<file path="src/rtl/periodic_timer_pkg.sv">
// Constants shared by the periodic timer: register map, field positions, modes and codes.
package periodic_timer_pkg;
	localparam int CNT_W = 10;
	localparam int ADDR_W = 8;
	localparam int DATA_W = 32;

	localparam logic [ADDR_W-1:0] OFS_CTRL0 = 8'h00;
	localparam logic [ADDR_W-1:0] OFS_CTRL1 = 8'h04;
	localparam logic [ADDR_W-1:0] OFS_DUTY_LO = 8'h08;
	localparam logic [ADDR_W-1:0] OFS_DUTY_HI = 8'h0C;
	localparam logic [ADDR_W-1:0] OFS_PER_LO = 8'h10;
	localparam logic [ADDR_W-1:0] OFS_PER_HI = 8'h14;
	localparam logic [ADDR_W-1:0] OFS_CNT_LO = 8'h18;
	localparam logic [ADDR_W-1:0] OFS_CNT_HI = 8'h1C;
	localparam logic [ADDR_W-1:0] OFS_FLAGS = 8'h20;

	localparam int BIT_PAUSE = 7;
	localparam int BIT_CKS_HI = 6;
	localparam int BIT_CKS_LO = 4;
	localparam int BIT_RUN = 3;
	localparam int BIT_MODE_HI = 7;
	localparam int BIT_MODE_LO = 6;
	localparam int BIT_PF_HI = 5;
	localparam int BIT_PF_LO = 4;
	localparam int BIT_OLVL = 3;
	localparam int BIT_INV = 2;
	localparam int BIT_CAPSRC = 1;
	localparam int BIT_CLRSEL = 0;
	localparam int BIT_FLAG_DUTY = 0;
	localparam int BIT_FLAG_PER = 1;
	localparam int BIT_HI_TOP = 1;
	localparam int BIT_LO_TOP = 7;

	localparam logic [1:0] MODE_CMP = 2'h0;
	localparam logic [1:0] MODE_CAP = 2'h1;
	localparam logic [1:0] MODE_PWM = 2'h2;
	localparam logic [1:0] MODE_TC = 2'h3;

	localparam logic [1:0] PF_00 = 2'h0;
	localparam logic [1:0] PF_01 = 2'h1;
	localparam logic [1:0] PF_10 = 2'h2;
	localparam logic [1:0] PF_11 = 2'h3;

	localparam logic [2:0] CK_DIV4 = 3'h0;
	localparam logic [2:0] CK_DIV1 = 3'h1;
	localparam logic [2:0] CK_DIV16 = 3'h2;
	localparam logic [2:0] CK_DIV64 = 3'h3;
	localparam logic [2:0] CK_SUB0 = 3'h4;
	localparam logic [2:0] CK_SUB1 = 3'h5;

	localparam logic [7:0] PSC_M4 = 8'h03;
	localparam logic [7:0] PSC_M16 = 8'h0F;
	localparam logic [7:0] PSC_M64 = 8'h3F;
	localparam logic [7:0] PSC_MSUB = 8'hFF;

	localparam logic [CNT_W-1:0] CNT_ZERO = 10'h000;
	localparam logic [CNT_W-1:0] CNT_MAX = 10'h3FF;
	localparam logic [CNT_W-1:0] CNT_ONE = 10'h001;
	localparam logic [CNT_W:0] PWM_FULL = 11'h400;
	localparam logic [7:0] BYTE_RST = 8'h00;
	localparam logic [DATA_W-1:0] WORD_ZERO = 32'h00000000;
endpackage : periodic_timer_pkg

</file>
<file path="src/rtl/periodic_timer.sv">
// Ten-bit periodic timer with compare, PWM, single pulse, capture and timer modes on APB.
//
// The APB interface to the registers and the register offsets are this design's own decisions.
`timescale 1ns/1ps
`default_nettype none

// Overview of operation
// Mode 00: compare output, clear per clear-select
// Clear-select low: period match or overflow clears
// Clear-select high: duty match clears, duty flag only
// Compare mode, duty zero: overflow, no duty flag
// Pin changes only on duty flag per function
// Mode 11: like compare, pin unused
// Mode 10: PWM, period clears, duty sets width
// Period 1..1023 ticks, zero gives 1024
// Duty at or above period: always active
// Functions 00/01 force pin; polarity bits apply
// Single pulse: run rise starts pulse
// Pulse ends on run clear or duty match
// Single pulse: counter zeroed only by run rise
// Mode 01: capture edge copies counter to duty
// Capture function 11 disables capture
// Capture: free run, period match clears, flags
// Capture pulses at least two ticks wide
// Latch within 1.5 ticks, flag after
// Ten-bit values split low and high bytes
// Software keeps duty nonzero in compare mode
// Run rise zeroes counter, resets pin level
// Capture edge: rising, falling or both
// Pause freezes counter, resume continues
// Counter advances one per selected tick
// Flags stay set until software clears
module periodic_timer #(
	parameter int SUB_DIV_UNUSED = 0
) (
	input  wire logic        clk_sys,
	input  wire logic        nrst,
	input  wire logic        psel,
	input  wire logic        penable,
	input  wire logic        pwrite,
	input  wire logic [7:0]  paddr,
	input  wire logic [31:0] pwdata,
	output logic      [31:0] prdata,
	output logic             pready,
	output logic             pslverr,
	input  wire logic        captureInputPin,
	output logic             timerOutputPin,
	output logic             timerOutputEn,
	output logic             dutyMatchFlag,
	output logic             periodMatchFlag
);
	logic [31:0] prdata_r;
	logic        pready_r;
	logic        pslverr_r;
	logic        pause_r;
	logic [2:0]  clkSel_r;
	logic        run_r;
	logic        runPrev_r;
	logic [1:0]  mode_r;
	logic [1:0]  pinFn_r;
	logic        outLevel_r;
	logic        outInv_r;
	logic        capSrc_r;
	logic        clrSel_r;
	logic [9:0]  duty_r;
	logic [9:0]  period_r;
	logic [9:0]  cnt_r;
	logic        flagA_r;
	logic        flagP_r;
	logic [7:0]  psc_r;
	logic        capSync1_r;
	logic        capSync2_r;
	logic        capPrev_r;
	logic        capPend_r;
	logic        capFlag_r;
	logic        cmpOut_r;
	logic        pin_r;
	logic        pinEn_r;

	// Bus decode; the access phase lasts two cycles so read data can come from a flop.
	wire         access = psel & penable;
	wire         done = access & pready_r;
	wire         wrDone = done & pwrite;
	wire         hitC0 = paddr == periodic_timer_pkg::OFS_CTRL0;
	wire         hitC1 = paddr == periodic_timer_pkg::OFS_CTRL1;
	wire         hitAL = paddr == periodic_timer_pkg::OFS_DUTY_LO;
	wire         hitAH = paddr == periodic_timer_pkg::OFS_DUTY_HI;
	wire         hitPL = paddr == periodic_timer_pkg::OFS_PER_LO;
	wire         hitPH = paddr == periodic_timer_pkg::OFS_PER_HI;
	wire         hitNL = paddr == periodic_timer_pkg::OFS_CNT_LO;
	wire         hitNH = paddr == periodic_timer_pkg::OFS_CNT_HI;
	wire         hitF = paddr == periodic_timer_pkg::OFS_FLAGS;
	wire         mapped = hitC0 | hitC1 | hitAL | hitAH | hitPL | hitPH | hitNL | hitNH | hitF;
	wire         wrC0 = wrDone & hitC0;
	wire         wrC1 = wrDone & hitC1;
	wire         wrAL = wrDone & hitAL;
	wire         wrAH = wrDone & hitAH;
	wire         wrPL = wrDone & hitPL;
	wire         wrPH = wrDone & hitPH;
	wire         wrF = wrDone & hitF;

	wire [7:0]   ctrl0Rd = {pause_r, clkSel_r, run_r, 3'h0};
	wire [7:0]   ctrl1Rd = {mode_r, pinFn_r, outLevel_r, outInv_r, capSrc_r, clrSel_r};
	wire [7:0]   flagRd = {6'h00, flagP_r, flagA_r};

	wire [7:0]   rdByte =
		hitC0 ? ctrl0Rd :
		hitC1 ? ctrl1Rd :
		hitAL ? duty_r[7:0] :
		hitAH ? {6'h00, duty_r[9:8]} :
		hitPL ? period_r[7:0] :
		hitPH ? {6'h00, period_r[9:8]} :
		hitNL ? cnt_r[7:0] :
		hitNH ? {6'h00, cnt_r[9:8]} :
		hitF ? flagRd : periodic_timer_pkg::BYTE_RST;

	// pready falls in the cycle after it rises; a master that keeps penable high
	// sees it rise again two cycles later, as a second strobe for one transfer.
	always_ff @(posedge clk_sys or negedge nrst) begin
		if (!nrst) begin
			pready_r <= 1'b0;
			pslverr_r <= 1'b0;
			prdata_r <= periodic_timer_pkg::WORD_ZERO;
		end else begin
			pready_r <= access & ~pready_r;
			pslverr_r <= access & ~pready_r & ~mapped;
			prdata_r <= {24'h000000, rdByte};
		end
	end

	// Timer tick from the clock-select field; the sub-clock source is a fixed divider here.
	// The prescaler runs freely, so the first tick after a run rise can come early by up to
	// one division; use the undivided clock where the first period must be exact.
	wire [7:0]   pscNxt = psc_r + 8'h01;
	wire         tick =
		(clkSel_r == periodic_timer_pkg::CK_DIV1) |
		((clkSel_r == periodic_timer_pkg::CK_DIV4) &
			((psc_r & periodic_timer_pkg::PSC_M4) == periodic_timer_pkg::PSC_M4)) |
		((clkSel_r == periodic_timer_pkg::CK_DIV16) &
			((psc_r & periodic_timer_pkg::PSC_M16) == periodic_timer_pkg::PSC_M16)) |
		((clkSel_r == periodic_timer_pkg::CK_DIV64) &
			((psc_r & periodic_timer_pkg::PSC_M64) == periodic_timer_pkg::PSC_M64)) |
		(((clkSel_r == periodic_timer_pkg::CK_SUB0) |
			(clkSel_r == periodic_timer_pkg::CK_SUB1)) &
			(psc_r == periodic_timer_pkg::PSC_MSUB));

	always_ff @(posedge clk_sys or negedge nrst) begin
		if (!nrst) begin
			psc_r <= periodic_timer_pkg::BYTE_RST;
		end else begin
			psc_r <= pscNxt;
		end
	end

	// Mode decode.
	// Single pulse shares the PWM mode code and is told apart by the pin function alone.
	wire         isCmp = mode_r == periodic_timer_pkg::MODE_CMP;
	wire         isTc = mode_r == periodic_timer_pkg::MODE_TC;
	wire         isCap = mode_r == periodic_timer_pkg::MODE_CAP;
	wire         isPwmFam = mode_r == periodic_timer_pkg::MODE_PWM;
	wire         isSingle = isPwmFam & (pinFn_r == periodic_timer_pkg::PF_11);
	wire         isPwm = isPwmFam & ~isSingle;
	wire         isCmpLike = isCmp | isTc;

	wire         runRise = run_r & ~runPrev_r;
	// The run rise cycle only zeroes the counter. Holding the step off there keeps a stale
	// count from raising a flag or ending a single pulse at the instant that it starts.
	wire         step = run_r & ~runRise & ~pause_r & tick;
	wire         atMax = cnt_r == periodic_timer_pkg::CNT_MAX;
	wire         perZero = period_r == periodic_timer_pkg::CNT_ZERO;
	wire         dutyZero = duty_r == periodic_timer_pkg::CNT_ZERO;
	// A period of zero is compared with the top count, so the counter wraps there.
	wire         perHit = perZero ? atMax : (cnt_r == period_r);
	wire         dutyHit = cnt_r == duty_r;
	wire [9:0]   perLast = period_r - periodic_timer_pkg::CNT_ONE;
	wire         pwmEnd = perZero ? atMax : (cnt_r == perLast);
	wire [9:0]   cntInc = cnt_r + periodic_timer_pkg::CNT_ONE;

	// Compare and timer modes.
	// A duty of zero never matches here; software must keep it nonzero in compare mode.
	wire         cmpA = isCmpLike & dutyHit & ~dutyZero;
	wire         cmpP = isCmpLike & ~clrSel_r & perHit;
	wire         cmpClr = clrSel_r ? cmpA : cmpP;
	// PWM mode ignores clear-select.
	wire         pwmA = isPwm & dutyHit;
	wire         pwmP = isPwm & pwmEnd;
	// Single pulse: the duty match ends the pulse and drops the run bit.
	wire         spA = isSingle & dutyHit;
	// Capture: counter free runs, period match wraps it.
	wire         capP = isCap & perHit;

	// Single pulse has no clear term: after its duty match the count stays put until the
	// next run rise, so software can read how far it got.
	wire         evA = step & (cmpA | pwmA | spA);
	wire         evP = step & (cmpP | pwmP | capP);
	wire         cntClr = (isCmpLike & cmpClr) | pwmP | capP;
	wire [9:0]   cntNxt =
		runRise ? periodic_timer_pkg::CNT_ZERO :
		~step ? cnt_r :
		cntClr ? periodic_timer_pkg::CNT_ZERO : cntInc;

	always_ff @(posedge clk_sys or negedge nrst) begin
		if (!nrst) begin
			cnt_r <= periodic_timer_pkg::CNT_ZERO;
		end else begin
			cnt_r <= cntNxt;
		end
	end

	// Control registers. A software write to the run bit beats the hardware clear.
	wire         hwRunClr = evA & isSingle;
	wire         runNxt = wrC0 ? pwdata[periodic_timer_pkg::BIT_RUN] : (run_r & ~hwRunClr);

	always_ff @(posedge clk_sys or negedge nrst) begin
		if (!nrst) begin
			run_r <= 1'b0;
			runPrev_r <= 1'b0;
		end else begin
			run_r <= runNxt;
			runPrev_r <= run_r;
		end
	end

	always_ff @(posedge clk_sys or negedge nrst) begin
		if (!nrst) begin
			pause_r <= 1'b0;
			clkSel_r <= periodic_timer_pkg::CK_DIV4;
		end else if (wrC0) begin
			pause_r <= pwdata[periodic_timer_pkg::BIT_PAUSE];
			clkSel_r <= pwdata[periodic_timer_pkg::BIT_CKS_HI:periodic_timer_pkg::BIT_CKS_LO];
		end
	end

	always_ff @(posedge clk_sys or negedge nrst) begin
		if (!nrst) begin
			mode_r <= periodic_timer_pkg::MODE_CMP;
			pinFn_r <= periodic_timer_pkg::PF_00;
			outLevel_r <= 1'b0;
			outInv_r <= 1'b0;
			capSrc_r <= 1'b0;
			clrSel_r <= 1'b0;
		end else if (wrC1) begin
			mode_r <= pwdata[periodic_timer_pkg::BIT_MODE_HI:periodic_timer_pkg::BIT_MODE_LO];
			pinFn_r <= pwdata[periodic_timer_pkg::BIT_PF_HI:periodic_timer_pkg::BIT_PF_LO];
			outLevel_r <= pwdata[periodic_timer_pkg::BIT_OLVL];
			outInv_r <= pwdata[periodic_timer_pkg::BIT_INV];
			capSrc_r <= pwdata[periodic_timer_pkg::BIT_CAPSRC];
			clrSel_r <= pwdata[periodic_timer_pkg::BIT_CLRSEL];
		end
	end

	// Capture input: two-stage synchroniser, then an edge detector on the second stage.
	// A level held for less than one tick can be lost here, so the source must hold each
	// level at least that long.
	wire         capRise = capSync2_r & ~capPrev_r;
	wire         capFall = ~capSync2_r & capPrev_r;
	wire         capEdge =
		(pinFn_r == periodic_timer_pkg::PF_00) ? capRise :
		(pinFn_r == periodic_timer_pkg::PF_01) ? capFall :
		(pinFn_r == periodic_timer_pkg::PF_10) ? (capRise | capFall) : 1'b0;
	// The reserved trigger source captures nothing.
	wire         capArm = isCap & run_r & ~capSrc_r & capEdge;
	// The pending edge is latched on the next tick, so the copy lands within one tick.
	wire         capLatch = (capPend_r | capArm) & tick;
	// The pending edge is dropped the cycle after capture mode is left, so a stale edge can still land on a tick in that cycle.
	wire         capPendNxt = (capPend_r | capArm) & ~tick & isCap;

	always_ff @(posedge clk_sys or negedge nrst) begin
		if (!nrst) begin
			capSync1_r <= 1'b0;
			capSync2_r <= 1'b0;
			capPrev_r <= 1'b0;
			capPend_r <= 1'b0;
			capFlag_r <= 1'b0;
		end else begin
			capSync1_r <= captureInputPin;
			capSync2_r <= capSync1_r;
			capPrev_r <= capSync2_r;
			capPend_r <= capPendNxt;
			capFlag_r <= capLatch;
		end
	end

	// Compare values. A capture in the same cycle as a software write takes the register.
	wire [9:0]   dutyWr = {
		wrAH ? pwdata[periodic_timer_pkg::BIT_HI_TOP:0] : duty_r[9:8],
		wrAL ? pwdata[periodic_timer_pkg::BIT_LO_TOP:0] : duty_r[7:0]};
	wire [9:0]   dutyNxt = capLatch ? cnt_r : dutyWr;
	wire [9:0]   periodNxt = {
		wrPH ? pwdata[periodic_timer_pkg::BIT_HI_TOP:0] : period_r[9:8],
		wrPL ? pwdata[periodic_timer_pkg::BIT_LO_TOP:0] : period_r[7:0]};

	always_ff @(posedge clk_sys or negedge nrst) begin
		if (!nrst) begin
			duty_r <= periodic_timer_pkg::CNT_ZERO;
			period_r <= periodic_timer_pkg::CNT_ZERO;
		end else begin
			duty_r <= dutyNxt;
			period_r <= periodNxt;
		end
	end

	// Flags are write-one-to-clear; a new event in the clearing cycle keeps the flag set.
	// Bits above the two flags are ignored on write and read as zero.
	wire         setA = evA | capFlag_r;
	wire         setP = evP;
	wire         clrA = wrF & pwdata[periodic_timer_pkg::BIT_FLAG_DUTY];
	wire         clrP = wrF & pwdata[periodic_timer_pkg::BIT_FLAG_PER];
	wire         flagANxt = (flagA_r & ~clrA) | setA;
	wire         flagPNxt = (flagP_r & ~clrP) | setP;

	always_ff @(posedge clk_sys or negedge nrst) begin
		if (!nrst) begin
			flagA_r <= 1'b0;
			flagP_r <= 1'b0;
		end else begin
			flagA_r <= flagANxt;
			flagP_r <= flagPNxt;
		end
	end

	// Compare output level; the run rise sets it and duty matches move it.
	// High or low only shows a change when it differs from the level set at the run rise.
	wire         cmpOutAct =
		(pinFn_r == periodic_timer_pkg::PF_01) ? 1'b0 :
		(pinFn_r == periodic_timer_pkg::PF_10) ? 1'b1 :
		(pinFn_r == periodic_timer_pkg::PF_11) ? ~cmpOut_r : cmpOut_r;
	wire         cmpOutNxt =
		runRise ? outLevel_r :
		(evA & isCmp) ? cmpOutAct : cmpOut_r;

	always_ff @(posedge clk_sys or negedge nrst) begin
		if (!nrst) begin
			cmpOut_r <= 1'b0;
		end else begin
			cmpOut_r <= cmpOutNxt;
		end
	end

	// PWM active phase; a duty at or beyond the period holds it active throughout.
	wire [10:0]  perLen = perZero ? periodic_timer_pkg::PWM_FULL : {1'b0, period_r};
	wire         pwmFull = {1'b0, duty_r} >= perLen;
	wire         pwmAct = pwmFull | (cnt_r < duty_r);
	wire         pwmSel =
		(pinFn_r == periodic_timer_pkg::PF_00) ? 1'b0 :
		(pinFn_r == periodic_timer_pkg::PF_01) ? 1'b1 :
		(pinFn_r == periodic_timer_pkg::PF_10) ? pwmAct : run_r;
	// Active-level bit picks polarity of the active phase.
	// Changing the pin function while running can leave a partial period on the pin.
	wire         pwmLvl = pwmSel ? outLevel_r : ~outLevel_r;
	wire         pinRaw = isCmp ? cmpOut_r : pwmLvl;
	wire         pinNxt = (isCmp | isPwmFam) & (pinRaw ^ outInv_r);
	// Modes without an output park the pin low and drop the enable, freeing it for other uses.
	wire         pinEnNxt = isCmp | isPwmFam;

	always_ff @(posedge clk_sys or negedge nrst) begin
		if (!nrst) begin
			pin_r <= 1'b0;
			pinEn_r <= 1'b0;
		end else begin
			pin_r <= pinNxt;
			pinEn_r <= pinEnNxt;
		end
	end

	assign prdata = prdata_r;
	assign pready = pready_r;
	assign pslverr = pslverr_r;
	assign timerOutputPin = pin_r;
	assign timerOutputEn = pinEn_r;
	assign dutyMatchFlag = flagA_r;
	assign periodMatchFlag = flagP_r;
endmodule : periodic_timer

`default_nettype wire

</file>
<file path="config.mk">
export PLATFORM = sky130hd
export DESIGN_NAME = periodic_timer
export DESIGN_NICKNAME = d
export VERILOG_FILES = /design/src/rtl/periodic_timer_pkg.sv /design/src/rtl/periodic_timer.sv
export SDC_FILE = /design/constraint.sdc
export NUM_CORES = 1
export LEC_CHECK = 0
export BUFFER_PORTS_ARGS = -buffer_cell sky130_fd_sc_hd__buf_2
export CORE_ASPECT_RATIO = 0.8
export CORE_MARGIN = 3
export CORE_UTILIZATION = 55
export DETAILED_ROUTE_END_ITERATION = 8
export GPL_TIMING_DRIVEN = 0
export PLACE_DENSITY = 0.79
export SLEW_MARGIN = 20
export SYNTH_ARGS = -nofsm -noshare
export SYNTH_HDL_FRONTEND = slang
export SYNTH_SLANG_ARGS = --single-unit
</file>
<file path="constraint.sdc">
create_clock -name clk_sys -period 5.1 [get_ports clk_sys]
set_clock_uncertainty 0.05 [all_clocks]
set_input_delay 0 -clock clk_sys [delete_from_list [all_inputs] [get_ports clk_sys]]
set_output_delay 0 -clock clk_sys [all_outputs]
set_load 0.02 [all_outputs]
</file>
==> results.ini <==
[synth]
synth_area_um2 = 4710
synth_edf_count = 0
yosys_warnings = 0
synth_area_leader_cell = dfrtp_1
synth-main-ff-cell = dfrtp_1
post_synth.cell_area_avg_um2 = 9.16
async_flop_share_pct = 100
synth-seq-cells = 72
netlist.area_leader.share_pct = 38.3
ys_seq_area_share_pct = 38.3
synthTopCellsByArea = dfrtp_1, ha_1, buf_4
syn_inst = 514
synthDistinctLibCells = 65

[floorplan]
die-height_um = 88.8
start_util_pct = 57.9
die_w_um = 109
fp-row-count = 29
dieArea_um2 = 9720
ios = 84
core_um2 = 8130

[timing]
setup_tns_ps = 0
rsz0062_at_grt = no
slew_violations = 0
relSlewSlack_pct = 34.8
finalSetupViolations = 0
fin_crit_sh_pct = 68.4
worstMarginPinSlew_ps = 970
final-hold-violation-count = 0
fmax_ghz = 0.287
finalCriticalPeriod_ps = 3490

[pwr]
switching_share_pct = 23.5
power_density_nw_per_um2 = 207
clkPwrFrac_pct = 40.5
cellLeakagePower_nw = 2.75
vdd_drop_max_uv = 147
intPower_uw = 862
power_frac_seq_pct = 51.2
power_mw = 1.13
p_comb_share_pct = 8.3
p_sw_uw = 266

[layout]
regArea_um2 = 1800
stdcell_count = 709
multi_input_area_um2 = 2540
final_cell_mix = dfrtp_1, nand2_1, inv_1, buf_2
final_layout_size_suffix_gt1_share_pct = 17.6
fin_nets = 670
area_growth_pct = 15.8
antenna_cells = 0
mostFrequentLayoutCell = dfrtp_1
fillers = 642

[critical_path]
cp.required_ps = 5280
slowest_delay_ps = 520
critPathSlowestCell = or4b_4
critical_path_class = flop to flop
crit_path_end_kind = flop
start_kind = flop
path_max_fanout = 5
worstPathArrival_ps = 3670
cpMostUsedCell = ha_1
worstPathCellList = inv_1, ha_1, or4b_4, or3_4, and2_1, ha_1, nand2b_1, a21o_1, a21oi_1, o221ai_1, a32oi_1, xnor2_1, o21ai_0

[route]
via_count = 4343
drtIter0Drc = 451
drt-pass1-iter-count = 5
ant_nets = 0
drc_errors = 0
wl_per_cell_um = 18.7
drt_wl_total_um = 13300
viasPerCell = 6.13

[clocking]
cts_made_buffers = 9
htree_levels = 3
tritoncts = yes
clk_latency_ps = 350
post_cts_buffers = 0
root_buffer = clkbuf_8
cts.sinks = 72
cts_max_path_buffers = 2
cts.reportedPaths.clkPinSlew_ps = 70

[global_routing]
grt_use_met1_pct = 41.1
grt_usage_pct = 28.8
met2_usage_pct = 42.6
antenna_found_initial = 0
grt_use_met3_pct = 7.15
grt_pass1_vias = 4045
grt.busiest_layer = met2
grt_pass1_wl_um = 20900
grt_max_degree = 44
grt_overflow = 0

[placement]
placed_cells = 680
dp.final_hpwl_um = 9830
io_buffers = 34
gp_congestion = 0.944

[flow_run]
max_cap_violations = 0

[run_status]
status = complete, no violations

[worst_hold_path]
hp-class = primary input to async pin

## routing by layer
layer | wire length, um | up-vias
met2 | 5670 | 253
li1 | - | 1954
met3 | 1380 | 37
met4 | 311 | 0
met5 | 0 | -
met1 | 5920 | 2099
## flip-flops by register name, summed over array words and instances, names as in the netlist, 2 cells and up
| signal | flops |
|---|---|
| pinFn_r | 2 |
| duty_r | 10 |
| psc_r | 8 |
| prdata | 8 |
| mode_r | 2 |
| clkSel_r | 3 |
| cnt_r | 10 |
| period_r | 10 |
## timing repair
action | 4_1_cts | 5_1_grt
hold endpoints to repair | 107 | 0
resized for setup | 0 | 0
setup endpoints to repair | 0 | 0
hold buffers | 13 | 0
## cell type report
type                    count  share of cell area, %
repair buffers             48                   5.92
multi-input cells         380                   46.5
flip-flops and latches     72                   33.0
clock buffers              13                   2.91
clock inverters             3                  0.734
inverters                  35                   2.41
plain buffers              50                   5.99
well taps                 108                   2.48
## power groups by stage
stage          clock, mW  combinational (mW)  sequential (mW)
2_1_floorplan          0              0.0479            0.590
3_3_place_gp           0              0.0802            0.588
3_5_place_dp           0              0.0837            0.589
4_1_cts            0.465              0.0916            0.578
5_1_grt            0.490               0.102            0.578
6_report           0.457              0.0934            0.578
## critical path: cells and delay by family, from the launching register on
| kind | cells | cell delay (ps) |
|---|---|---|
| and+or+nand+nor | 4 | 1230 |
| AOI/OAI and AO/OA | 5 | 790 |
| adders and majority gates | 2 | 550 |
| DFF | 1 | 440 |
| buffers and inverters | 1 | 150 |
| xor gates and xnor gates | 1 | 140 |
## cells by family after synthesis
| group | synth area share [%] |
|---|---|
| buffers and inverters | 9.72 |
| flip-flops | 38.3 |
| AND/OR/NAND/NOR | 19.4 |
| XOR/XNOR | 4.28 |
| AO/OA/AOI/OAI | 14.5 |
| multiplexers | 6.30 |
| adder cells (fa/ha/maj) | 7.44 |
| other | 0.0796 |
## synth_stat cells, types with 2 or more instances
cell,instances
a211oi_1,3
a21boi_0,2
a21o_1,4
a21oi_1,19
a221oi_1,3
a22o_1,2
a22oi_1,7
a31oi_1,16
a32o_1,2
a41oi_1,2
and2_1,2
and3_1,7
and4b_1,2
buf_2,2
buf_4,24
buf_6,4
clkbuf_1,18
dfrtp_1,72
ha_1,28
inv_1,35
mux2_2,13
mux2i_1,15
nand2_1,47
nand2b_1,5
nand3_1,24
nand3b_1,3
nand4_1,7
nand4b_1,4
nor2_1,27
nor2b_1,5
nor3_1,14
nor4_1,8
o211ai_1,4
o21ai_0,28
o21bai_1,2
o22ai_1,2
or2_2,2
or4_4,2
xnor2_1,15
xor2_1,8
## stage by stage
stage                     hold slack, ps  area (um2)  util [%]  setup WS [ps]
after floorplan                     -346        4800         -           2030
after global placement              60.4        5100      62.8           1670
after detailed placement           -90.1        5120      63.0           1660
after CTS                           67.8        5450      67.1           1630
after global routing                 100        5450      67.1           1430
final                               71.7        5450      67.1           1610
## final timing paths
kind	from	end	slack (ps)	cells past startpoint
setup / recovery	period_r[1]	timerOutputPin	1610	13
hold / removal	nrst	cmpOut_r	70	2
setup reg to reg	period_r[1]	timerOutputPin	1610	13
hold reg to reg	capSync1_r	capSync2_r	300	0
max in group asynchronous	nrst	duty_r[9]	4360	3
min in group clk_sys	paddr[3]	prdata[2]	120	4
Note: power is estimated with default switching activity, not from simulation.
